[src/design/sic_pkg.sv]
// constants for the self-id status and upper channel enable registers
package sic_pkg;
   // register byte offsets
   localparam logic [7:0] OFS_SELF_ID_STATUS = 8'h68;
   localparam logic [7:0] OFS_UPPER_SET = 8'h70;
   localparam logic [7:0] OFS_UPPER_CLEAR = 8'h74;
   // self-id status field positions
   localparam int FAULT_BIT = 31;
   localparam int GEN_LSB = 16;
   localparam int GEN_MSB = 23;
   localparam int SIZE_LSB = 2;
   localparam int SIZE_MSB = 10;
   localparam int GEN_W = GEN_MSB - GEN_LSB + 1;
   localparam int SIZE_W = SIZE_MSB - SIZE_LSB + 1;
   // reset values
   localparam logic [GEN_W-1:0] GEN_RESET = 8'h00;
   localparam logic [SIZE_W-1:0] SIZE_RESET = 9'h000;
   localparam logic [31:0] MASK_RESET = 32'h0000_0000;
   // first channel number covered by the upper mask
   localparam logic [5:0] UPPER_CHANNEL_BASE = 6'h20;
   // buffer base alignment: 2 kbyte, base held in bits 31..11
   localparam int BASE_LSB = 11;
endpackage : sic_pkg

[src/design/sic_channel_mask.sv]
// upper isochronous channel enable mask with set and clear write ports
module sic_channel_mask (
   // clock and reset
   input wire logic core_clk_in,
   input wire logic rst_in,
   // register writes
   input wire logic set_we_in,
   input wire logic clear_we_in,
   input wire logic [31:0] wdata_in,
   // channel lookup
   input wire logic [5:0] channel_in,
   // results
   output logic [31:0] mask_out,
   output logic accept_out
);
   logic [31:0] mask;

   // ones set or clear, zeros leave bits alone
   always_ff @(posedge core_clk_in) begin
      if (rst_in) begin
         mask <= sic_pkg::MASK_RESET;
      end else if (set_we_in) begin
         mask <= mask | wdata_in;
      end else if (clear_we_in) begin
         mask <= mask & ~wdata_in;
      end
   end

   assign mask_out = mask;

   // bit n enables channel 32+n; lower channels never accepted here
   always_comb begin
      if (channel_in >= sic_pkg::UPPER_CHANNEL_BASE) begin
         accept_out = mask[channel_in[4:0]];
      end else begin
         accept_out = 1'b0;
      end
   end
endmodule : sic_channel_mask

[src/design/sic_self_id_status.sv]
// self-id status register and upper channel enable register bank
module sic_self_id_status (
   // clock and reset
   input wire logic core_clk_in,
   input wire logic rst_in,
   // host register port
   input wire logic [7:0] reg_addr_in,
   input wire logic reg_wr_in,
   input wire logic reg_rd_in,
   input wire logic [31:0] reg_wdata_in,
   output logic [31:0] reg_rdata_out,
   output logic reg_rvalid_out,
   // link events
   input wire logic bus_reset_in,
   input wire logic rx_begin_in,
   input wire logic rx_quadlet_in,
   input wire logic rx_end_in,
   input wire logic rx_hw_error_in,
   input wire logic host_write_error_in,
   // self-id buffer addressing
   input wire logic [31:0] buffer_base_in,
   output logic [31:0] buffer_addr_out,
   // isochronous channel filter
   input wire logic [5:0] iso_channel_in,
   output logic iso_accept_out,
   output logic [31:0] upper_channel_enable_out
);
   logic identity_reception_fault_flag;
   logic [sic_pkg::GEN_W-1:0] bus_reset_generation_count;
   logic [sic_pkg::SIZE_W-1:0] identity_buffer_quadlet_count;
   logic rx_error_seen;
   logic error_now;
   logic set_we;
   logic clear_we;
   logic [31:0] mask;
   logic [31:0] status_word;
   logic [31:0] next_rdata;

   // true when the bus address selects the given register offset; shared
   // by the set and clear write decodes so both compare the same way
   function automatic logic addr_hit(input logic [7:0] addr,
                                     input logic [7:0] ofs);
      addr_hit = (addr == ofs);
   endfunction : addr_hit

   // true when the quadlet count has reached the top of its field; the
   // count holds there rather than wrap and report a tiny buffer
   function automatic logic count_full(
      input logic [sic_pkg::SIZE_W-1:0] count);
      count_full = (count == {sic_pkg::SIZE_W{1'b1}});
   endfunction : count_full

   // both fault sources count as errors
   assign error_now = rx_hw_error_in | host_write_error_in;

   // generation counter, 8-bit natural wrap
   always_ff @(posedge core_clk_in) begin
      if (rst_in) begin
         bus_reset_generation_count <= sic_pkg::GEN_RESET;
      end else if (bus_reset_in) begin
         bus_reset_generation_count <= bus_reset_generation_count
                                       + 8'h01;
      end
   end

   // quadlet count: cleared at start, saturates at field maximum
   always_ff @(posedge core_clk_in) begin
      if (rst_in) begin
         identity_buffer_quadlet_count <= sic_pkg::SIZE_RESET;
      end else if (rx_begin_in) begin
         identity_buffer_quadlet_count <= sic_pkg::SIZE_RESET;
      end else if (rx_quadlet_in &&
                   !count_full(identity_buffer_quadlet_count)) begin
         identity_buffer_quadlet_count <= identity_buffer_quadlet_count
                                          + 9'h001;
      end
   end

   // error seen during the reception in progress
   always_ff @(posedge core_clk_in) begin
      if (rst_in) begin
         rx_error_seen <= 1'b0;
      end else if (rx_begin_in) begin
         rx_error_seen <= error_now;
      end else if (rx_end_in) begin
         rx_error_seen <= 1'b0;
      end else if (error_now) begin
         rx_error_seen <= 1'b1;
      end
   end

   // fault flag: an error sets at once; a clean end clears; set wins
   always_ff @(posedge core_clk_in) begin
      if (rst_in) begin
         identity_reception_fault_flag <= 1'b0;
      end else if (error_now) begin
         identity_reception_fault_flag <= 1'b1;
      end else if (rx_end_in && !rx_error_seen) begin
         identity_reception_fault_flag <= 1'b0;
      end
   end

   // next quadlet address: aligned base plus count of quadlets
   assign buffer_addr_out = {buffer_base_in[31:sic_pkg::BASE_LSB],
                             11'h000}
                            + {21'h000000, identity_buffer_quadlet_count,
                               2'b00};

   // write decode for the mask; status is read only
   assign set_we = reg_wr_in &&
                   addr_hit(reg_addr_in, sic_pkg::OFS_UPPER_SET);
   assign clear_we = reg_wr_in &&
                     addr_hit(reg_addr_in, sic_pkg::OFS_UPPER_CLEAR);

   sic_channel_mask u_mask (
      .core_clk_in(core_clk_in),
      .rst_in(rst_in),
      .set_we_in(set_we),
      .clear_we_in(clear_we),
      .wdata_in(reg_wdata_in),
      .channel_in(iso_channel_in),
      .mask_out(mask),
      .accept_out(iso_accept_out)
   );

   assign upper_channel_enable_out = mask;

   // status word assembly, reserved bits zero
   always_comb begin
      status_word = 32'h0000_0000;
      status_word[sic_pkg::FAULT_BIT] = identity_reception_fault_flag;
      status_word[sic_pkg::GEN_MSB:sic_pkg::GEN_LSB] =
         bus_reset_generation_count;
      status_word[sic_pkg::SIZE_MSB:sic_pkg::SIZE_LSB] =
         identity_buffer_quadlet_count;
   end

   // read mux; unmapped addresses read zero
   always_comb begin
      unique case (reg_addr_in)
         sic_pkg::OFS_SELF_ID_STATUS: next_rdata = status_word;
         sic_pkg::OFS_UPPER_SET: next_rdata = mask;
         sic_pkg::OFS_UPPER_CLEAR: next_rdata = mask;
         default: next_rdata = 32'h0000_0000;
      endcase
   end

   // read strobe echoed one cycle later as the valid pulse
   always_ff @(posedge core_clk_in) begin
      if (rst_in) begin
         reg_rvalid_out <= 1'b0;
      end else begin
         reg_rvalid_out <= reg_rd_in;
      end
   end

   // read data captured on the read edge and held until the next read,
   // so a late host sample still sees the word it asked for
   always_ff @(posedge core_clk_in) begin
      if (rst_in) begin
         reg_rdata_out <= 32'h0000_0000;
      end else if (reg_rd_in) begin
         reg_rdata_out <= next_rdata;
      end
   end
endmodule : sic_self_id_status

[config.mk]
export PLATFORM = sky130hd
export DESIGN_NAME = sic_self_id_status
export DESIGN_NICKNAME = d
export VERILOG_FILES = /design/src/design/sic_pkg.sv /design/src/design/sic_channel_mask.sv /design/src/design/sic_self_id_status.sv
export SDC_FILE = /design/constraint.sdc
export NUM_CORES = 1
export LEC_CHECK = 0
export BUFFER_PORTS_ARGS = -buffer_cell sky130_fd_sc_hd__buf_2
export CORE_MARGIN = 5
export CORE_UTILIZATION = 50
export CTS_CLUSTER_DIAMETER = 40
export DETAILED_ROUTE_END_ITERATION = 10
export GPL_TIMING_DRIVEN = 0
export PLACE_DENSITY_LB_ADDON = 0.15
export SLEW_MARGIN = 0
export SYNTH_ARGS = -nofsm -noshare
export SYNTH_HDL_FRONTEND = slang
export SYNTH_SLANG_ARGS = --single-unit
[constraint.sdc]
create_clock -name core_clk_in -period 3 [get_ports core_clk_in]
set_input_delay 0.3 -clock core_clk_in [delete_from_list [all_inputs] [get_ports core_clk_in]]
set_output_delay 0.3 -clock core_clk_in [all_outputs]
set_load 0.05 [all_outputs]
== Word-level counts from Yosys, hierarchy flattened ==
Cells that the tools add are included.
Word-level totals
  register bits: 84
  bits of input ports: 88
Cells by class
  $add $sub $neg: 3
  $lt $le $gt $ge: 2
  equality and inequality tests: 4
  mux-type cells: 11
  bitwise operators: 4
  reduce and logical (&&, ||, !) cells: 11
Operators with widths (number)
  32-bit two-way mux: 2
  32-bit case mux with 2 select lines: 1
  32-bit by 11-bit adder with 32-bit output: 1
  32-bit AND: 1
  32-bit NOT: 1
  32-bit OR: 1
  8-bit by 7-bit == test with 1-bit output (second input constant): 3
  9-bit by 1-bit adder with 9-bit output (second input constant): 1
  9-bit == test (second input constant): 1
  8-bit by 1-bit adder with 8-bit output (second input constant): 1
  1-bit two-way mux: 7
  6-bit greater-or-equal comparator (second input constant): 1
  5-bit by 6-bit < comparator with 1-bit output (second input constant): 1
  1-bit binary-select mux with 5-bit select: 1
  1-bit logical AND: 4
  2-bit nonzero test: 2
  2-bit OR reduction: 2
  3-bit nonzero test: 1
  1-bit zero test: 2
  1-bit OR: 1

== Longest topological paths before layout ==
Gate-level depths: netlist of run 1.
  depth after elaboration: 4
  mapped depth: 9

== Hierarchy ==
A second synthesis of run 1 with hierarchy kept.
Second synthesis, totals
  cell total of the unflattened synthesis: 433
  area, all modules: 3893.7 µm²
Modules (own cells, without submodules)
  sic_self_id_status: instances 1, cells each 273, area each 2437.3 µm², seq. area each 1041.0 µm²
  sic_channel_mask: instances 1, cells each 160, area each 1456.4 µm², seq. area each 640.6 µm²

== Worst setup path before layout of run 1 ==
No wires, ideal clock.
  path kind: flip-flop to output port
  start point: register (tool-made name)
  end point: output iso_accept_out
  data arrival time: 2.488 ns
  required time: 2.700 ns
  path slack: 0.212 ns
  cell stages (with the launch flop): 5
  buffers on the path: 0
  cells stage by stage: dfxtp_1 -> mux4_2 -> mux2_2 -> nand2_1 -> a311oi_1
RTL lines
  end: declaration: line sic_self_id_status.sv:25  | output logic iso_accept_out,

==> results of run 1 <==
area by class of cell:
type	count	area, sq um
Fill cell	719	2940
Multi-Input combinational cell	269	2010
Sequential cell	84	1680
Timing Repair Buffer	146	731
Buffer	58	384
Tap cell	105	131
Clock buffer	10	128
Clock inverter	5	77.6
Inverter	3	11.3
worst max-delay path, stage by stage, from the launching register on:
cell and delay, ns:
dfxtp_1 0.38, mux4_2 0.48, mux2_2 0.29, o31ai_1 0.23
a311oi_1 0.09, buf_2 0.23
kinds of logic after synthesis:
kind of cell,after synthesis
buffers and inverters,61
adder cells (fa/ha/maj),3
XOR/XNOR,12
flip-flops,84
multiplexers,15
other,1
AO/OA/AOI/OAI,125
AND/OR/NAND/NOR,112
cells in the final DEF (no fill, tap or decap), types with 3 or more instances in the layout:
cell type | synthesis | routed
mux2_2 | 3 | 3
a22o_1 | 18 | 18
dfxtp_1 | 84 | 84
nand4_1 | 7 | 7
nor2_1 | 48 | 48
nor2b_1 | 34 | 34
ha_1 | 3 | 3
mux4_2 | 7 | 7
a21oi_1 | 48 | 48
nand2_1 | 7 | 7
buf_2 | 8 | 154
inv_1 | 3 | 3
and3_1 | 6 | 6
clkbuf_8 | 0 | 9
a311oi_2 | 20 | 20
a21oi_2 | 19 | 19
a311oi_1 | 13 | 13
o21ai_0 | 3 | 3
clkbuf_1 | 20 | 21
xor2_1 | 10 | 10
buf_4 | 23 | 23
mux2i_1 | 5 | 5
report_power, final:
part           internal [mW]  switching, mW  total (mW)
registers               1.12        0.00757        1.13
clock network          0.462          0.397       0.859
logic                 0.0870          0.179       0.266
routing by layer:
metal / routed length (um) / vias to the layer above
li1: - / 1784
met1: 5010 / 1807
met2: 5580 / 154
met3: 1030 / 24
met4: 295 / 0
met5: 0 / -
synth_stat cells (2+ instances only):
cell type  number
xor2_1         10
nor2_1         48
a21oi_2        19
buf_2           8
nand4_1         7
mux4_2          7
a311oi_1       13
clkbuf_1       20
dfxtp_1        84
xnor2_1         2
a311oi_2       20
mux2_2          3
nor2b_1        34
buf_4          23
a22o_1         18
or3_1           2
a21oi_1        48
inv_1           3
buf_12          2
ha_1            3
o21ai_0         3
mux2i_1         5
and3_1          6
buf_8           2
nand2_1         7
buf_6           2
path summary, 6_finish.rpt:
| kind | endpoint | slack (ns) | depth (start not counted) |
|---|---|---|---|
| min | register | 0.16 | 2 |
| max reg2reg | identity_buffer_quadlet_count[5] | 0.85 | 9 |
| min reg2reg | identity_reception_fault_flag | 0.50 | 2 |
| max | iso_accept_out | 0.65 | 5 |
==> results.tsv, run 1 <==
stage	metric	value	unit
status	outcome	finished clean	
job	maxCapViolations	0	
critical_path	rr_startpoint	identity_buffer_quadlet_count[0]	
cells_and_area	n_antenna_cell	0	
sta	fin_crit_sh	0.783	
floorplan	die_x	100	um
critical_path	crit_type	register to output port	
drt	first_iter_violations	165	
sta	layout_min_cycle_time	2.35	ns
synthesis	synth_xor_area_frac	0.0257	
cells_and_area	fin_cells	680	
power_and_ir_drop	vdd_drop_max	0.254	mV
sta	slew_viol_final	0	
global_routing	antenna_found_initial	0	
clocking	cts_buffers	9	
critical_path	required	2.70	ns
synthesis	synth_top_family_by_area	compound AO/OA/AOI/OAI gates	
synthesis	synth_top_cells_by_area	dfxtp_1 (41%), a311oi_2 (7.4%), a21oi_1 (5.9%)	
drt	wl	11900	um
synthesis	ys_types	40	
critical_path	path_max_fanout	4	
placed_design	dp_hpwl	8970	um
sta	hold_ws	0.157	ns
clocking	path_clk_slew	0.08	ns
power_and_ir_drop	p_leak	2.26	nW
clocking	cts_root_buf	clkbuf_8	
cells_and_area	final_area	5160	sq um
clocking	htree_num_levels	3	
cells_and_area	area_delta_synth_final	26.2	%
floorplan	core	8090	sq um
sta	final.setup_skew	0.0109	ns
global_routing	busiest_layer	met2	
floorplan	initial_core_util	0.505	
global_routing	grt_pass1_wl	18200	um
synthesis	yosys.area_share.simple	0.146	
placed_design	port_buffers	146	
hold_path	min-delay-start	reg_wdata_in[10]	
global_routing	grt_use_total	0.229	
clocking	postCtsSetupRepairBufs	0	
floorplan	dieArea	10100	sq um
drt	vias	3769	
clocking	cts.sinks	84	
drt	ant_nets	0	
global_routing	grt_util_met1	0.301	
clocking	clockBufferDepth	2	
synthesis	yosys.area.top_type_share	0.412	
power_and_ir_drop	power	2.25	mW
synthesis	syn_area	4090	sq um
sta	finalSetupViolations	0	
global_routing	grt_use_met3	0.0431	
global_routing	grt_remaining_overflow	0	
placed_design	placed_cell_area	4950	sq um
placed_design	dpl_worst_slack	0.794	ns
sta	setup-tns-final	0	ns
clocking	cts_tree	built	
power_and_ir_drop	power_density	437	nW/um^2
synthesis	synthFlopType	dfxtp_1	
floorplan	die_h	100	um
global_routing	grtUsageMet2	0.363	
synthesis	yosysTopAreaCell	dfxtp_1	
synthesis	synth-edff-count	0	
cells_and_area	nets	662	
cells_and_area	finalCoreUtilization	0.637	
drt	firstDrtPassIters	4	
clocking	ctsHoldBuffers	0	
synthesis	synthArstFlopShare	0	
critical_path	cp.arrival	2.05	ns
cells_and_area	drive_gt1_frac	0.437	
synthesis	muxShareOfSynthArea	0.0591	
sta	worstMarginPinSlew	0.767	ns
clocking	insertion_delay	0.36	ns
drt	viasPerCell	5.54	
sta	fmax	0.426	GHz
sta	finalWorstSetupSlack	0.650	ns
synthesis	ys_ff_latch	84	
drt	wl_per_cell	17.5	um
sta	relSlewSlack	0.488	
critical_path	crit_path_end_kind	output port	
sta	rsz0062_at_grt	false	
floorplan	io_pins	186	
clocking	cts-resized-gates	0	
synthesis	avgSynthCellArea	9.89	sq um
drt	drc	0	
floorplan	rows	33	
synthesis	synth-compound-area-share	0.251	
critical_path	start_kind	register	
sta	hold_viol_final	0	
synthesis	yosysWarnings	0	
synthesis	synth_adder_area_share	0.00919	
global_routing	grt_pass1_vias	3681	
placed_design	dp.cells	665	
hold_path	hp-class	input port to register	
synthesis	ys_seq_area_frac	0.412	
placed_design	gp_congestion	0.840	
global_routing	grt_max_degree	14	
synthesis	synthCells	413	
No activity file was read; power rests on OpenSTA's default activity.
==> run 2: changes to the inputs <==
--- a/config.mk
+++ b/config.mk
@@ -7,7 +7,7 @@
 export LEC_CHECK = 0
 export BUFFER_PORTS_ARGS = -buffer_cell sky130_fd_sc_hd__buf_2
 export CORE_MARGIN = 5
-export CORE_UTILIZATION = 50
+export CORE_UTILIZATION = 43
 export CTS_CLUSTER_DIAMETER = 40
 export DETAILED_ROUTE_END_ITERATION = 10
 export GPL_TIMING_DRIVEN = 0
==> constraint.sdc (replaced) <==
create_clock -name core_clk_in -period 2 [get_ports core_clk_in]
set_input_delay 0.2 -clock core_clk_in [delete_from_list [all_inputs] [get_ports core_clk_in]]
set_output_delay 0.2 -clock core_clk_in [all_outputs]
set_load 0.05 [all_outputs]
==> run 2 against run 1 <==
Against the previous run: the run now ends with negative setup slack left; power is 54% higher; count of clock-buffer cells in the layout is 1 higher; clock skew hardly changed; routed wire length is 2.9% higher; critical path type unchanged; largest power group unchanged.
==> results.tsv, run 2 (synthesized netlist as in run 1, its figures left out) <==
stage	metric	value	unit	change
status	outcome	finished with violations		was finished clean
status	violations	negative setup slack		
critical_path	path_max_fanout	4		unchanged
placed_design	dpl_worst_slack	-0.174	ns	was 0.794 ns
drt	vias	3715		was 3769
floorplan	die_h	107	um	was 100 um
cells_and_area	n_antenna_cell	0		unchanged
global_routing	grt_remaining_overflow	0		unchanged
critical_path	path_buf_inv	1		unchanged
cells_and_area	multi_input_area	2070	sq um	was 2010 sq um
sta	fmax	0.470	GHz	
drt	viasPerCell	5.25		was 5.54
clocking	cts.sinks	84		unchanged
clocking	ctsHoldBuffers	0		unchanged
critical_path	crit_path_end_kind	output port		unchanged
floorplan	io_pins	186		unchanged
sta	rsz0062_at_grt	true		was false
global_routing	grt_pass1_wl	19000	um	was 18200 um
floorplan	dieArea	11500	sq um	was 10100 sq um
critical_path	cp_cell_sequence	mux4_2 -> mux2_4 -> o31ai_4 -> a311oi_4 -> buf_6		was mux4_2 -> mux2_2 -> o31ai_1 -> a311oi_1 -> buf_2
placed_design	gp_congestion	0.844		was 0.840
global_routing	grt_max_degree	14		unchanged
critical_path	required	1.80	ns	was 2.70 ns
cells_and_area	final_common_cell	buf_2		unchanged
sta	fin_crit_sh	1.06		
sta	setup-tns-final	-0.127	ns	was 0 ns
power_and_ir_drop	power_density	656	nW/um^2	was 437 nW/um^2
critical_path	max_stage_delay	0.47	ns	was 0.48 ns
sta	hold_ws	0.0640	ns	was 0.157 ns
global_routing	grt_use_total	0.208		was 0.229
placed_design	port_buffers	146		unchanged
clocking	clockBufferDepth	2		unchanged
cells_and_area	area_delta_synth_final	29.9	%	was 26.2%
drt	wl_per_cell	17.3	um	was 17.5 um
power_and_ir_drop	power	3.48	mW	was 2.25 mW
sta	relSlewSlack	0.482		was 0.488
placed_design	dp.cells	689		was 665
drt	wl	12300	um	was 11900 um
job	maxCapViolations	0		unchanged
sta	worstMarginPinSlew	0.777	ns	was 0.767 ns
critical_path	cp.arrival	1.93	ns	was 2.05 ns
global_routing	grt_pass1_vias	3631		was 3681
global_routing	antenna_found_initial	0		unchanged
critical_path	cp_top_family	multiplexers		unchanged
clocking	insertion_delay	0.34	ns	was 0.36 ns
floorplan	initial_core_util	0.442		was 0.505
critical_path	start_kind	register		unchanged
power_and_ir_drop	p_leak	2.31	nW	was 2.26 nW
critical_path	reg2reg_slack	0.13	ns	was 0.85 ns
cells_and_area	fillers	857		was 719
sta	finalSetupViolations	1		was 0
cells_and_area	nets	665		was 662
drt	firstDrtPassIters	4		unchanged
critical_path	crit_type	register to output port		unchanged
floorplan	core	9240	sq um	was 8090 sq um
critical_path	slowest_stage	mux4_2		unchanged
clocking	htree_num_levels	3		unchanged
clocking	path_clk_slew	0.08	ns	about the same
clocking	cts_buffers	9		unchanged
drt	ant_nets	0		unchanged
cells_and_area	fin_cells	707		was 680
floorplan	rows	35		was 33
sta	layout_min_cycle_time	2.13	ns	
sta	hold_viol_final	0		unchanged
drt	drc	0		unchanged
cells_and_area	seq_area	1700	sq um	was 1680 sq um
placed_design	dp_hpwl	9310	um	was 8970 um
sta	final.setup_skew	0.0113	ns	was 0.0109 ns
sta	slew_viol_final	0		unchanged
sta	finalWorstSetupSlack	-0.127	ns	was 0.650 ns
floorplan	die_x	107	um	was 100 um
cells_and_area	drive_gt1_frac	0.472		was 0.437
clocking	cts_tree	built		unchanged
cells_and_area	layout_common_cells	buf_2 (154), dfxtp_1 (72), a21oi_1 (48), nor2_1 (48), nor2b_1 (33)		was buf_2 (154), dfxtp_1 (84), a21oi_1 (48), nor2_1 (48), nor2b_1 (34)
hold_path	hp-class	input port to register		unchanged
drt	first_iter_violations	118		was 165
clocking	cts_root_buf	clkbuf_8		unchanged
power_and_ir_drop	vdd_drop_max	0.374	mV	was 0.254 mV
## run 2: worst paths after layout
path	startpoint	to	depth (start not counted)
worst max-delay path	register	iso_accept_out	5
worst min-delay path	reg_wdata_in[11]	register	2
worst max register to register	identity_buffer_quadlet_count[0]	identity_buffer_quadlet_count[7]	9
worst min register to register	rx_error_seen	rx_error_seen	2
## run 2: final cells by class
cell class	count	share of cell area
clock inverter	4	0.0137
clock buffer	11	0.0285
inverter	3	0.00212
buffer	58	0.0731
tap	129	0.0304
sequential	84	0.320
timing repair buffer	149	0.143
multi-input combinational	269	0.390
## run 2: through the flow
stage | util | cell area [sq um]
after floorplan | - | 4110
after global placement | 0.541 | 5000
after detailed placement | 0.541 | 5000
after CTS | 0.571 | 5280
after global routing | 0.574 | 5310
final | 0.574 | 5310
## run 2: power by group
group | switching (mW) | total [mW] | internal [mW]
logic | 0.274 | 0.415 | 0.141
registers | 0.0113 | 1.69 | 1.68
clock network | 0.606 | 1.37 | 0.764
total | 0.892 | 3.48 | 2.59
## run 2: metal layers
metal  track usage  routed length, um  up-vias
li1              -                  -     1792
met4        0.0514                126        0
met1         0.278               5450     1775
met3        0.0468                978       12
met5             0                  0        -
met2         0.339               5710      136
## run 2: what timing repair did
| item | 4_1_cts | 5_1_grt |
|---|---|---|
| gates cloned | 0 | 1 |
| endpoints found under the hold margin | 0 | 0 |
| gates resized for setup | 18 | 5 |
| setup endpoints to repair | 2 | 6 |
| setup buffers | 0 | 2 |
| pin swaps | 2 | 1 |
